### config.mk
export PLATFORM = sky130hd
export DESIGN_NAME = dsm_motion_monitor
export DESIGN_NICKNAME = d
export VERILOG_FILES = /design/src/logic/dsm_pkg.sv /design/src/logic/dsm_motion_monitor.sv /design/src/logic/dsm_pin_sync.sv
export VERILOG_INCLUDE_DIRS = /design/src /design/src/logic
export SDC_FILE = /design/constraint.sdc
export NUM_CORES = 1
export LEC_CHECK = 0
export BUFFER_PORTS_ARGS = -buffer_cell sky130_fd_sc_hd__buf_2
export CAP_MARGIN = 20
export CORE_AREA = 2 2 226 228
export CTS_CLUSTER_DIAMETER = 80
export DETAILED_ROUTE_END_ITERATION = 8
export DIE_AREA = 0 0 228 230
export PLACE_DENSITY_LB_ADDON = 0.3
export SYNTH_ARGS = -nofsm -noshare
export SYNTH_HDL_FRONTEND = slang
export SYNTH_SLANG_ARGS = --single-unit
### constraint.sdc
create_clock -name clk_sys -period 16.75 [get_ports clk_sys]
set_clock_uncertainty 0.15 [all_clocks]
set_input_delay 1.675 -clock clk_sys [delete_from_list [all_inputs] [get_ports clk_sys]]
set_output_delay 1.675 -clock clk_sys [all_outputs]
set_load 0.005 [all_outputs]
### src/logic/dsm_consts.svh
// Purpose: Offsets, fields, reset values and timing counts of the motion monitor
// Assumes: 50 MHz system clock
// Notes: Byte addresses on the Wishbone slave, one 32-bit word each; DSM_ADR_LIMIT_HI is the upper address nibble of the four limit words
`ifndef DSM_CONSTS_SVH
`define DSM_CONSTS_SVH

`define DSM_ADR_CTRL 8'h00
`define DSM_ADR_STOP_DELAY 8'h04
`define DSM_ADR_STOP_SPEED 8'h08
`define DSM_ADR_DECEL_STEP 8'h0c
`define DSM_ADR_LIMIT_HI 4'h1
`define DSM_ADR_WINDOW 8'h20
`define DSM_ADR_STATUS 8'h24

`define DSM_CTRL_EXT 0
`define DSM_CTRL_NEG 1
`define DSM_CTRL_RAMP 2
`define DSM_CTRL_ACK 3

`define DSM_STOP_DELAY_RST 24'h00c350
`define DSM_STOP_SPEED_RST 16'h0010
`define DSM_DECEL_STEP_RST 16'h0010
`define DSM_LIMIT_RST 16'h0100
`define DSM_WINDOW_RST 24'h00c350

`define DSM_CLK_PERIOD_NS 20
`define DSM_RAMP_TICK_NS 1000
`define DSM_RAMP_TICK_CYC ((`DSM_RAMP_TICK_NS + `DSM_CLK_PERIOD_NS - 1) / `DSM_CLK_PERIOD_NS)
`define DSM_PIN_CNT 3

`endif

### src/logic/dsm_pkg.sv
// Purpose: Types shared by the motion monitor files
// Assumes: Nothing beyond the constants header
// Notes: State encodings are written out
package dsm_pkg;

  typedef logic signed [15:0] dsm_speed_t;

  typedef enum logic [2:0] {
    DSM_ST_RUN = 3'h0,
    DSM_ST_BRAKE = 3'h1,
    DSM_ST_TOFF = 3'h2,
    DSM_ST_FBRAKE = 3'h3,
    DSM_ST_FTOFF = 3'h4
  } dsm_stop_st_t;

  typedef enum logic [1:0] {
    DSM_PH_OFF = 2'h0,
    DSM_PH_ENTRY = 2'h1,
    DSM_PH_ON = 2'h2
  } dsm_phase_t;

endpackage : dsm_pkg

### src/logic/dsm_motion_monitor.sv
// Purpose: Controlled stop, limited speed and direction guard for a drive
// Assumes: Speed and setpoint come from logic on clk_sys; select pins are async
// Notes: Wishbone classic slave holds the configuration
// Functional notes
// - Controlled stop drives setpoint to zero to remove kinetic energy.
// - Extended stop supervises deceleration, removes torque below speed threshold.
// - Basic stop removes torque when the delay timer started at selection expires.
// - Limited speed requested by pin or telegram, either one suffices.
// - Limited speed clamps setpoint below the selected limit.
// - Overspeed at limited-speed selection brakes on the fast-stop ramp.
// - Speed may come down within a time window or braking ramp first.
// - Speed magnitude, sign ignored, is compared with the selected limit.
// - Limited speed in force is reported on a status output.
// - Overspeed while limit in force triggers the safe-stop reaction.
// - Four limit levels, each with its own value, one active.
// - Level selects come from outside; active level is reported back.
// - Level choice only from telegram; pin request uses level zero.
// - Direction guard requested by pin or telegram, either one suffices.
// - Direction guard restricts setpoint to the permitted direction.
// - Inhibited motion at selection brakes on fast-stop ramp within time or ramp.
// - Direction guard monitors speed sign and reports guard in force.
// - Inhibited motion while guard in force triggers the safe-stop reaction.
// - Torque removal cuts torque-producing energy; motor coasts.
//
// The Wishbone register port and the register offsets were chosen for this implementation.
`timescale 1ns/10ps
`include "dsm_consts.svh"
module dsm_motion_monitor (
  input wire logic clk_sys,
  input wire logic nrst,
  input wire logic wb_cyc_i,
  input wire logic wb_stb_i,
  input wire logic wb_we_i,
  input wire logic [7:0] wb_adr_i,
  input wire logic [3:0] wb_sel_i,
  input wire logic [31:0] wb_dat_i,
  output logic [31:0] wb_dat_o,
  output logic wb_ack_o,
  input wire logic stopSelPin,
  input wire logic speedSelPin,
  input wire logic dirSelPin,
  input wire logic tgStopSel,
  input wire logic tgSpeedSel,
  input wire logic [1:0] tgLevel,
  input wire logic tgDirSel,
  input wire logic tgAck,
  input wire dsm_pkg::dsm_speed_t actualSpeed,
  input wire dsm_pkg::dsm_speed_t setpointIn,
  output dsm_pkg::dsm_speed_t setpointOut,
  output logic fastStopRamp,
  output logic torqueRemoval,
  output logic stopActive,
  output logic limitActive,
  output logic [1:0] levelActive,
  output logic dirActive,
  output logic safeStopLatched
);
  import dsm_pkg::*;

  typedef struct packed {
    logic ack;
    logic [31:0] rdat;
    logic ctrlExt;
    logic ctrlNeg;
    logic ctrlRamp;
    logic ackPulse;
    logic [23:0] stopDelay;
    logic [15:0] stopSpeed;
    logic [15:0] decelStep;
    logic [3:0][15:0] limits;
    logic [23:0] window;
    dsm_stop_st_t st;
    dsm_phase_t limPh;
    dsm_phase_t dirPh;
    logic [1:0] level;
    logic [23:0] stopTmr;
    logic [23:0] limTmr;
    logic [23:0] dirTmr;
    logic [15:0] env;
    logic [15:0] dirEnv;
    logic [5:0] tick;
    dsm_speed_t spOut;
    logic fastRamp;
    logic toff;
    logic stopAct;
    logic limAct;
    logic [1:0] lvlOut;
    logic dirAct;
    logic latched;
  } dsm_state_t;

  dsm_state_t s_r;
  dsm_state_t s_nxt;
  logic [`DSM_PIN_CNT-1:0] pinSync;
  logic stopReq;
  logic limReq;
  logic dirReq;
  logic [1:0] selLevel;
  logic [15:0] absSpd;
  logic [15:0] curLim;
  logic inhib;

  function automatic logic [15:0] dsmAbs(input dsm_speed_t v);
    return v[15] ? 16'(-v) : 16'(v);
  endfunction : dsmAbs

  function automatic logic [31:0] wrMerge(input logic [31:0] old, input logic [31:0] d,
                                          input logic [3:0] sel);
    logic [31:0] r;
    r = old;
    for (int i = 0; i < 4; i++) begin
      if (sel[i]) begin
        r[8*i +: 8] = d[8*i +: 8];
      end
    end
    return r;
  endfunction : wrMerge

  function automatic logic [15:0] decay(input logic [15:0] e, input logic [15:0] step);
    return (e > step) ? 16'(e - step) : 16'h0000;
  endfunction : decay

  dsm_pin_sync u_sync (
    .clk_sys(clk_sys),
    .nrst(nrst),
    .pinAsync({dirSelPin, speedSelPin, stopSelPin}),
    .pinSync(pinSync)
  );

  assign stopReq = pinSync[0] | tgStopSel;
  assign limReq = pinSync[1] | tgSpeedSel;
  assign dirReq = pinSync[2] | tgDirSel;
  assign selLevel = tgSpeedSel ? tgLevel : 2'h0;
  assign absSpd = dsmAbs(actualSpeed);
  assign curLim = s_r.limits[s_r.level];
  assign inhib = s_r.ctrlNeg ? (!actualSpeed[15] && actualSpeed != '0) : actualSpeed[15];

  always_comb begin
    logic [31:0] wv;
    logic viol;
    logic [15:0] lim1;
    logic [15:0] nLim;
    dsm_speed_t sp;
    wv = '0;
    viol = 1'b0;
    lim1 = 16'h0000;
    nLim = 16'h0000;
    sp = '0;
    s_nxt = s_r;
    s_nxt.ackPulse = 1'b0;
    // Register slave, one wait state
    s_nxt.ack = wb_cyc_i & wb_stb_i & ~s_r.ack;
    if (s_nxt.ack && wb_we_i) begin
      if (wb_adr_i[7:4] == `DSM_ADR_LIMIT_HI) begin
        wv = wrMerge({16'h0000, s_r.limits[wb_adr_i[3:2]]}, wb_dat_i, wb_sel_i);
        s_nxt.limits[wb_adr_i[3:2]] = wv[15:0];
      end
      case ({wb_adr_i[7:2], 2'b00})
        `DSM_ADR_CTRL: begin
          wv = wrMerge({28'h0, 1'b0, s_r.ctrlRamp, s_r.ctrlNeg, s_r.ctrlExt}, wb_dat_i, wb_sel_i);
          s_nxt.ctrlExt = wv[`DSM_CTRL_EXT];
          s_nxt.ctrlNeg = wv[`DSM_CTRL_NEG];
          s_nxt.ctrlRamp = wv[`DSM_CTRL_RAMP];
          s_nxt.ackPulse = wv[`DSM_CTRL_ACK];
        end
        `DSM_ADR_STOP_DELAY: begin
          wv = wrMerge({8'h00, s_r.stopDelay}, wb_dat_i, wb_sel_i);
          s_nxt.stopDelay = wv[23:0];
        end
        `DSM_ADR_STOP_SPEED: begin
          wv = wrMerge({16'h0000, s_r.stopSpeed}, wb_dat_i, wb_sel_i);
          s_nxt.stopSpeed = wv[15:0];
        end
        `DSM_ADR_DECEL_STEP: begin
          wv = wrMerge({16'h0000, s_r.decelStep}, wb_dat_i, wb_sel_i);
          s_nxt.decelStep = wv[15:0];
        end
        `DSM_ADR_WINDOW: begin
          wv = wrMerge({8'h00, s_r.window}, wb_dat_i, wb_sel_i);
          s_nxt.window = wv[23:0];
        end
        default: begin
        end
      endcase
    end
    if (s_nxt.ack && !wb_we_i) begin
      if (wb_adr_i[7:4] == `DSM_ADR_LIMIT_HI) begin
        s_nxt.rdat = {16'h0000, s_r.limits[wb_adr_i[3:2]]};
      end else begin
        case ({wb_adr_i[7:2], 2'b00})
          `DSM_ADR_CTRL: s_nxt.rdat = {29'h0, s_r.ctrlRamp, s_r.ctrlNeg, s_r.ctrlExt};
          `DSM_ADR_STOP_DELAY: s_nxt.rdat = {8'h00, s_r.stopDelay};
          `DSM_ADR_STOP_SPEED: s_nxt.rdat = {16'h0000, s_r.stopSpeed};
          `DSM_ADR_DECEL_STEP: s_nxt.rdat = {16'h0000, s_r.decelStep};
          `DSM_ADR_WINDOW: s_nxt.rdat = {8'h00, s_r.window};
          `DSM_ADR_STATUS: s_nxt.rdat = {22'h0, s_r.latched, s_r.level, s_r.dirPh,
                                         s_r.limPh, s_r.st};
          default: s_nxt.rdat = 32'h0000_0000;
        endcase
      end
    end
    // Ramp envelopes shrink once per tick
    if (s_r.tick == 6'(`DSM_RAMP_TICK_CYC - 1)) begin
      s_nxt.tick = 6'h00;
      s_nxt.env = decay(s_r.env, s_r.decelStep);
      s_nxt.dirEnv = decay(s_r.dirEnv, s_r.decelStep);
    end else begin
      s_nxt.tick = 6'(s_r.tick + 6'h01);
    end
    // Guards run only while the drive is in normal operation
    if (s_r.st == DSM_ST_RUN) begin
      case (s_r.limPh)
        DSM_PH_OFF, DSM_PH_ON: begin
          if (!limReq) begin
            s_nxt.limPh = DSM_PH_OFF;
          end else if (s_r.limPh == DSM_PH_OFF || selLevel != s_r.level) begin
            s_nxt.level = selLevel;
            if (absSpd > s_r.limits[selLevel]) begin
              s_nxt.limPh = DSM_PH_ENTRY;
              s_nxt.limTmr = 24'h000000;
              s_nxt.env = absSpd;
            end else begin
              s_nxt.limPh = DSM_PH_ON;
            end
          end else if (absSpd > curLim) begin
            viol = 1'b1;
          end
        end
        DSM_PH_ENTRY: begin
          s_nxt.limTmr = 24'(s_r.limTmr + 24'h000001);
          if (!limReq) begin
            s_nxt.limPh = DSM_PH_OFF;
          end else if (s_r.ctrlRamp) begin
            if (absSpd > s_r.env) begin
              viol = 1'b1;
            end else if (s_r.env <= curLim) begin
              s_nxt.limPh = DSM_PH_ON;
            end
          end else if (s_r.limTmr >= s_r.window) begin
            if (absSpd > curLim) begin
              viol = 1'b1;
            end else begin
              s_nxt.limPh = DSM_PH_ON;
            end
          end
        end
        default: s_nxt.limPh = DSM_PH_OFF;
      endcase
      case (s_r.dirPh)
        DSM_PH_OFF: begin
          if (dirReq) begin
            s_nxt.dirPh = inhib ? DSM_PH_ENTRY : DSM_PH_ON;
            s_nxt.dirTmr = 24'h000000;
            s_nxt.dirEnv = absSpd;
          end
        end
        DSM_PH_ENTRY: begin
          s_nxt.dirTmr = 24'(s_r.dirTmr + 24'h000001);
          if (!dirReq) begin
            s_nxt.dirPh = DSM_PH_OFF;
          end else if (!inhib) begin
            s_nxt.dirPh = DSM_PH_ON;
          end else if (s_r.ctrlRamp ? (absSpd > s_r.dirEnv) : (s_r.dirTmr >= s_r.window)) begin
            viol = 1'b1;
          end
        end
        DSM_PH_ON: begin
          if (!dirReq) begin
            s_nxt.dirPh = DSM_PH_OFF;
          end else if (inhib) begin
            viol = 1'b1;
          end
        end
        default: s_nxt.dirPh = DSM_PH_OFF;
      endcase
    end else begin
      s_nxt.limPh = DSM_PH_OFF;
      s_nxt.dirPh = DSM_PH_OFF;
    end
    // Stop sequencer; a violation outranks a stop request
    case (s_r.st)
      DSM_ST_RUN: begin
        if (viol) begin
          s_nxt.st = DSM_ST_FBRAKE;
        end else if (stopReq) begin
          s_nxt.st = DSM_ST_BRAKE;
          s_nxt.stopTmr = 24'h000000;
          s_nxt.env = absSpd;
        end
      end
      DSM_ST_BRAKE: begin
        s_nxt.stopTmr = 24'(s_r.stopTmr + 24'h000001);
        if (!stopReq) begin
          s_nxt.st = DSM_ST_RUN;
        end else if (s_r.ctrlExt) begin
          if (absSpd > s_r.env) begin
            s_nxt.st = DSM_ST_FBRAKE;
          end else if (absSpd < s_r.stopSpeed) begin
            s_nxt.st = DSM_ST_TOFF;
          end
        end else if (s_r.stopTmr >= s_r.stopDelay) begin
          s_nxt.st = DSM_ST_TOFF;
        end
      end
      DSM_ST_TOFF: begin
        if (!stopReq) begin
          s_nxt.st = DSM_ST_RUN;
        end
      end
      DSM_ST_FBRAKE: begin
        if (absSpd < s_r.stopSpeed) begin
          s_nxt.st = DSM_ST_FTOFF;
        end
      end
      DSM_ST_FTOFF: begin
        if (s_r.ackPulse || tgAck) begin
          s_nxt.st = DSM_ST_RUN;
        end
      end
      default: s_nxt.st = DSM_ST_FTOFF;
    endcase
    // Guards drop out as soon as the drive leaves normal operation
    if (s_nxt.st != DSM_ST_RUN) begin
      s_nxt.limPh = DSM_PH_OFF;
      s_nxt.dirPh = DSM_PH_OFF;
    end
    // Setpoint shaping
    sp = setpointIn;
    if (s_nxt.dirPh != DSM_PH_OFF) begin
      if (s_nxt.ctrlNeg ? (sp > 16'sh0000) : sp[15]) begin
        sp = '0;
      end
    end
    nLim = s_nxt.limits[s_nxt.level];
    lim1 = (nLim == 16'h0000) ? 16'h0000 : 16'(nLim - 16'h0001);
    lim1 = (lim1 > 16'h7fff) ? 16'h7fff : lim1;
    if (s_nxt.limPh != DSM_PH_OFF && dsmAbs(sp) > lim1) begin
      sp = sp[15] ? -dsm_speed_t'(lim1) : dsm_speed_t'(lim1);
    end
    if (s_nxt.st != DSM_ST_RUN) begin
      sp = '0;
    end
    s_nxt.spOut = sp;
    s_nxt.fastRamp = (s_nxt.st == DSM_ST_BRAKE) || (s_nxt.st == DSM_ST_FBRAKE) ||
                     (s_nxt.limPh == DSM_PH_ENTRY) || (s_nxt.dirPh == DSM_PH_ENTRY);
    s_nxt.toff = (s_nxt.st == DSM_ST_TOFF) || (s_nxt.st == DSM_ST_FTOFF);
    s_nxt.stopAct = (s_nxt.st == DSM_ST_BRAKE) || (s_nxt.st == DSM_ST_TOFF);
    s_nxt.limAct = s_nxt.limPh == DSM_PH_ON;
    s_nxt.lvlOut = s_nxt.limAct ? s_nxt.level : 2'h0;
    s_nxt.dirAct = s_nxt.dirPh == DSM_PH_ON;
    s_nxt.latched = (s_nxt.st == DSM_ST_FBRAKE) || (s_nxt.st == DSM_ST_FTOFF);
  end

  always_ff @(posedge clk_sys) begin
    if (!nrst) begin
      s_r <= '0;
      s_r.stopDelay <= `DSM_STOP_DELAY_RST;
      s_r.stopSpeed <= `DSM_STOP_SPEED_RST;
      s_r.decelStep <= `DSM_DECEL_STEP_RST;
      s_r.limits <= {4{`DSM_LIMIT_RST}};
      s_r.window <= `DSM_WINDOW_RST;
    end else begin
      s_r <= s_nxt;
    end
  end

  assign wb_ack_o = s_r.ack;
  assign wb_dat_o = s_r.rdat;
  assign setpointOut = s_r.spOut;
  assign fastStopRamp = s_r.fastRamp;
  assign torqueRemoval = s_r.toff;
  assign stopActive = s_r.stopAct;
  assign limitActive = s_r.limAct;
  assign levelActive = s_r.lvlOut;
  assign dirActive = s_r.dirAct;
  assign safeStopLatched = s_r.latched;
endmodule : dsm_motion_monitor

### src/logic/dsm_pin_sync.sv
// Purpose: Two-flop synchroniser for the safety-related select pins
// Assumes: Pins are asynchronous levels
// Notes: First stage feeds only the second
`timescale 1ns/10ps
`include "dsm_consts.svh"
module dsm_pin_sync (
  input wire logic clk_sys,
  input wire logic nrst,
  input wire logic [`DSM_PIN_CNT-1:0] pinAsync,
  output logic [`DSM_PIN_CNT-1:0] pinSync
);
  typedef struct packed {
    logic [`DSM_PIN_CNT-1:0] meta;
    logic [`DSM_PIN_CNT-1:0] sync;
  } dsm_sync_state_t;

  dsm_sync_state_t s_r;
  dsm_sync_state_t s_nxt;

  always_comb begin
    s_nxt = s_r;
    s_nxt.meta = pinAsync;
    s_nxt.sync = s_r.meta;
  end

  always_ff @(posedge clk_sys) begin
    if (!nrst) begin
      s_r <= '0;
    end else begin
      s_r <= s_nxt;
    end
  end

  assign pinSync = s_r.sync;
endmodule : dsm_pin_sync

==> impl_metrics.yaml <==
sta:
  timing_max_transition_violations_final: 0
  hold_viol: 0
  min_period_over_period_pct: 63.60
  setup_viol_count_final: 0
  max_fclk_ghz: 0.09387
  slew_headroom_pct: 24.98
  rsz0062_at_grt: "false"
  fin_crit_ps: 10650
  totalNegativeSetupSlack_ps: 0
  worst-slew-pin-transition_ps: 1125
  final.setup.worst_slack_ps: 6097
placement:
  dp.final_hpwl_um: 58950
  pre_cts_ws_ps: 5567
  place.gp.congestion: 0.9522
  portBuffers: 127
pwr:
  p_leak_nw: 10.66
  peakVddDrop_uv: 89.79
  cellPowerDensity_nw_per_um2: 87.73
setup_path:
  critical_path_required_ps: 17060
  timing.critical_path.slowest_cell_delay_ps: 640
  arrival_ps: 10970
  startpoint_type: "input port"
  worst-path-max-fanout: 22
  critical-path-slowest-cell: "or4_1"
  cp_num_cells: 36
  reg2reg_depth: 31
  critPathCaptureType: "flip-flop"
  crit_family: "simple AND/OR/NAND/NOR gates"
  setup.worst_path.class: "input port to flip-flop"
  worstPathBufferInverterCount: 4
logic_synthesis:
  number_of_flops_mapped_to_enable_cells_by_yosys: 0
  synth.cell_area_um2: 23260
  synth_ff_type: "dfxtp_1"
  synth-async-reset-ratio_pct: 0
  yosysWarnings: 0
  synthDominantCellAreaShare_pct: 27.71
  synth.largest_area_cell: "dfxtp_1"
  register_bit_total_from_synthesis: 322
  syn_area_per_cell_um2: 8.143
  ys_types: 93
  synthesis.instances: 2857
  netlist_top_cells_area: "dfxtp_1, ha_1, nor2_1, nand2_1, mux2i_1"
  yosysSeqAreaShare_pct: 27.71
global_routing:
  grt_max_degree: 104
  grt.overflow.total: 0
  grt.met1_usage_pct: 38.21
  global_route.usage.met3_pct: 5.357
  grt_pass1_vias: 20790
  top_usage_layer: "met2"
  gr-usage-met2_pct: 46.36
  grt_usage_pct: 29.34
  antenna_violations_before_repair: 0
  grt_first_pass_wirelength_um: 120400
cells_and_area:
  num-nets-final: 3226
  num-fill-cells: 4699
  antennaDiodeCount: 0
  drive_above_1_share_pct: 12.13
  area_growth_from_synthesis_to_final_layout_pct: 10.39
die:
  initial_utilization_pct: 46.66
  die_area_um2: 52440
  core_area_um2: 49860
  dieWidth_um: 228
  rows: 82
  dieHeight_um: 230
  ios: 147
detailed_routing:
  wl_um: 79180
  route.detailed.vias_per_inst: 6.062
  route.detailed.drc: 0
  detailed_route_via_count: 21870
  first_iter_violations: 2654
  drt_first_pass_iters: 6
  antenna_left: 0
  avgRoutedWirePerCell_um: 21.95
clock_tree:
  hold_buffers: 0
  root_driver: "clkbuf_16"
  clk_pin_slew_worst_paths_ps: 60
  ctsResizeCount: 0
  tritoncts: "built"
  cts-htree-levels: 2
  post-cts-setup-buffers: 0
  cts_inserted_buffers: 39
  cts_buffer_depth: 3
  clkSinkCount: 322
  clkLatencyLatePin_ps: 580
outcome:
  run_status: "finished clean"
min_path:
  worst_hold_path_type: "flip-flop to flip-flop"
  worstHoldPathCells: 1
run:
  maxCapViolations: 0
-- worst register-to-register path, delay by kind of cell (launching register included) --
kind / cells / cell delay (ps)
buffers and inverters: 3 / 790
AO/OA/AOI/OAI: 16 / 3650
flip-flops: 1 / 300
multiplexers: 2 / 700
AND/OR/NAND/NOR: 7 / 1850
adder cells (fa/ha/maj): 3 / 800
-- layout by cell type, fill, tap and decap left out, types with 35 or more instances in the layout --
| master | instances |
|---|---|
| dfxtp_1 | 322 |
| mux2i_1 | 95 |
| xnor2_1 | 57 |
| inv_1 | 177 |
| xor2_1 | 83 |
| nor2_1 | 326 |
| o21ai_0 | 107 |
| a21oi_1 | 181 |
| mux2_2 | 36 |
| nor2b_1 | 35 |
| buf_2 | 128 |
| nand4_1 | 46 |
| a221oi_1 | 52 |
| clkbuf_16 | 40 |
| ha_1 | 229 |
| buf_4 | 48 |
| a21o_1 | 46 |
| nor3_1 | 51 |
| nand3_1 | 90 |
| nand2_1 | 269 |
| and2_1 | 53 |
-- cell usage after synthesis, types with 15 or more instances --
cell type  count
a211oi_1      24
a21o_1        46
a21oi_1      181
a221oi_1      52
a22oi_1       16
a31oi_1       21
and2_1        53
and3_1        29
buf_4         54
clkbuf_1      98
dfxtp_1      322
ha_1         229
inv_1        178
mux2_2        36
mux2i_1       95
mux4_2        29
nand2_1      269
nand2b_1      29
nand3_1       90
nand4_1       46
nor2_1       328
nor2b_1       35
nor3_1        52
nor4_1        16
o21a_1        15
o21ai_0      109
or3_1         15
xnor2_1       57
xor2_1        83
-- report_power, final --
group | internal, W | switching, W | total [W]
Sequential | 0.000783 | 0.0000183 | 0.000802
Clock | 0.000589 | 0.000364 | 0.000952
Combinational | 0.000192 | 0.000307 | 0.000499
Total | 0.00156 | 0.000689 | 0.00225
-- layout make-up --
cell class                      count  area [µm²]  area share, %
Multi-Input combinational cell   2186       15280          59.48
Sequential cell                   322        6446          25.10
Clock buffer                       57        1155          4.497
Timing Repair Buffer              177        1016          3.956
Tap cell                          672       840.8          3.274
Inverter                          179       674.4          2.626
Clock inverter                     14       272.8          1.062
-- flip-flops by register name, summed over array words and instances, names as in the netlist, 2 cells and up --
register	cells
levelActive	2
u_sync.s_nxt	3
u_sync.pinSync	3
s_r	267
setpointOut	16
wb_dat_o	24
-- path summary, 6_finish.rpt --
kind / start / endpoint / slack (ps)
worst max-delay path: actualSpeed[0] / setpointOut[8] / 6100
worst min-delay path: u_sync.s_nxt[1] / u_sync.pinSync[1] / 280
worst max register to register: s_r[134] / setpointOut[8] / 8410
worst min register to register: u_sync.s_nxt[1] / u_sync.pinSync[1] / 280
-- routing by layer --
layer,part of all wire [%],vias to the layer above
li1,-,10250
met4,5.8,0
met2,44,1038
met5,0,-
met3,8.7,236
met1,41,10350
-- per-stage QoR --
stage	std cells	total power, W	hold slack (ps)	area (µm²)	utilization (%)
finish	3607	0.002253	281.6	25680	51.50
floorplan	2864	0.001159	261.9	23290	-
global route	3607	0.002340	311.8	25680	51.50
CTS	3604	0.002248	282.4	25650	51.45
global placement	3532	0.001288	263.6	24220	48.57
detailed placement	3533	0.001301	269.0	24230	48.58
-- cells by family (layout without fill, tap and decap cells) --
kind of cell | Yosys count | in the layout | synth area share [%]
compound gates | 620 | 620 | 17.87
xor+xnor | 140 | 140 | 5.271
fa+ha+maj | 231 | 231 | 12.49
buf+inv | 356 | 427 | 6.852
flops | 322 | 322 | 27.71
mux | 161 | 161 | 8.702
other cells | 2 | 9 | 0.03228
simple gates | 1025 | 1025 | 21.08
No activity file was read; power rests on OpenSTA's default activity.
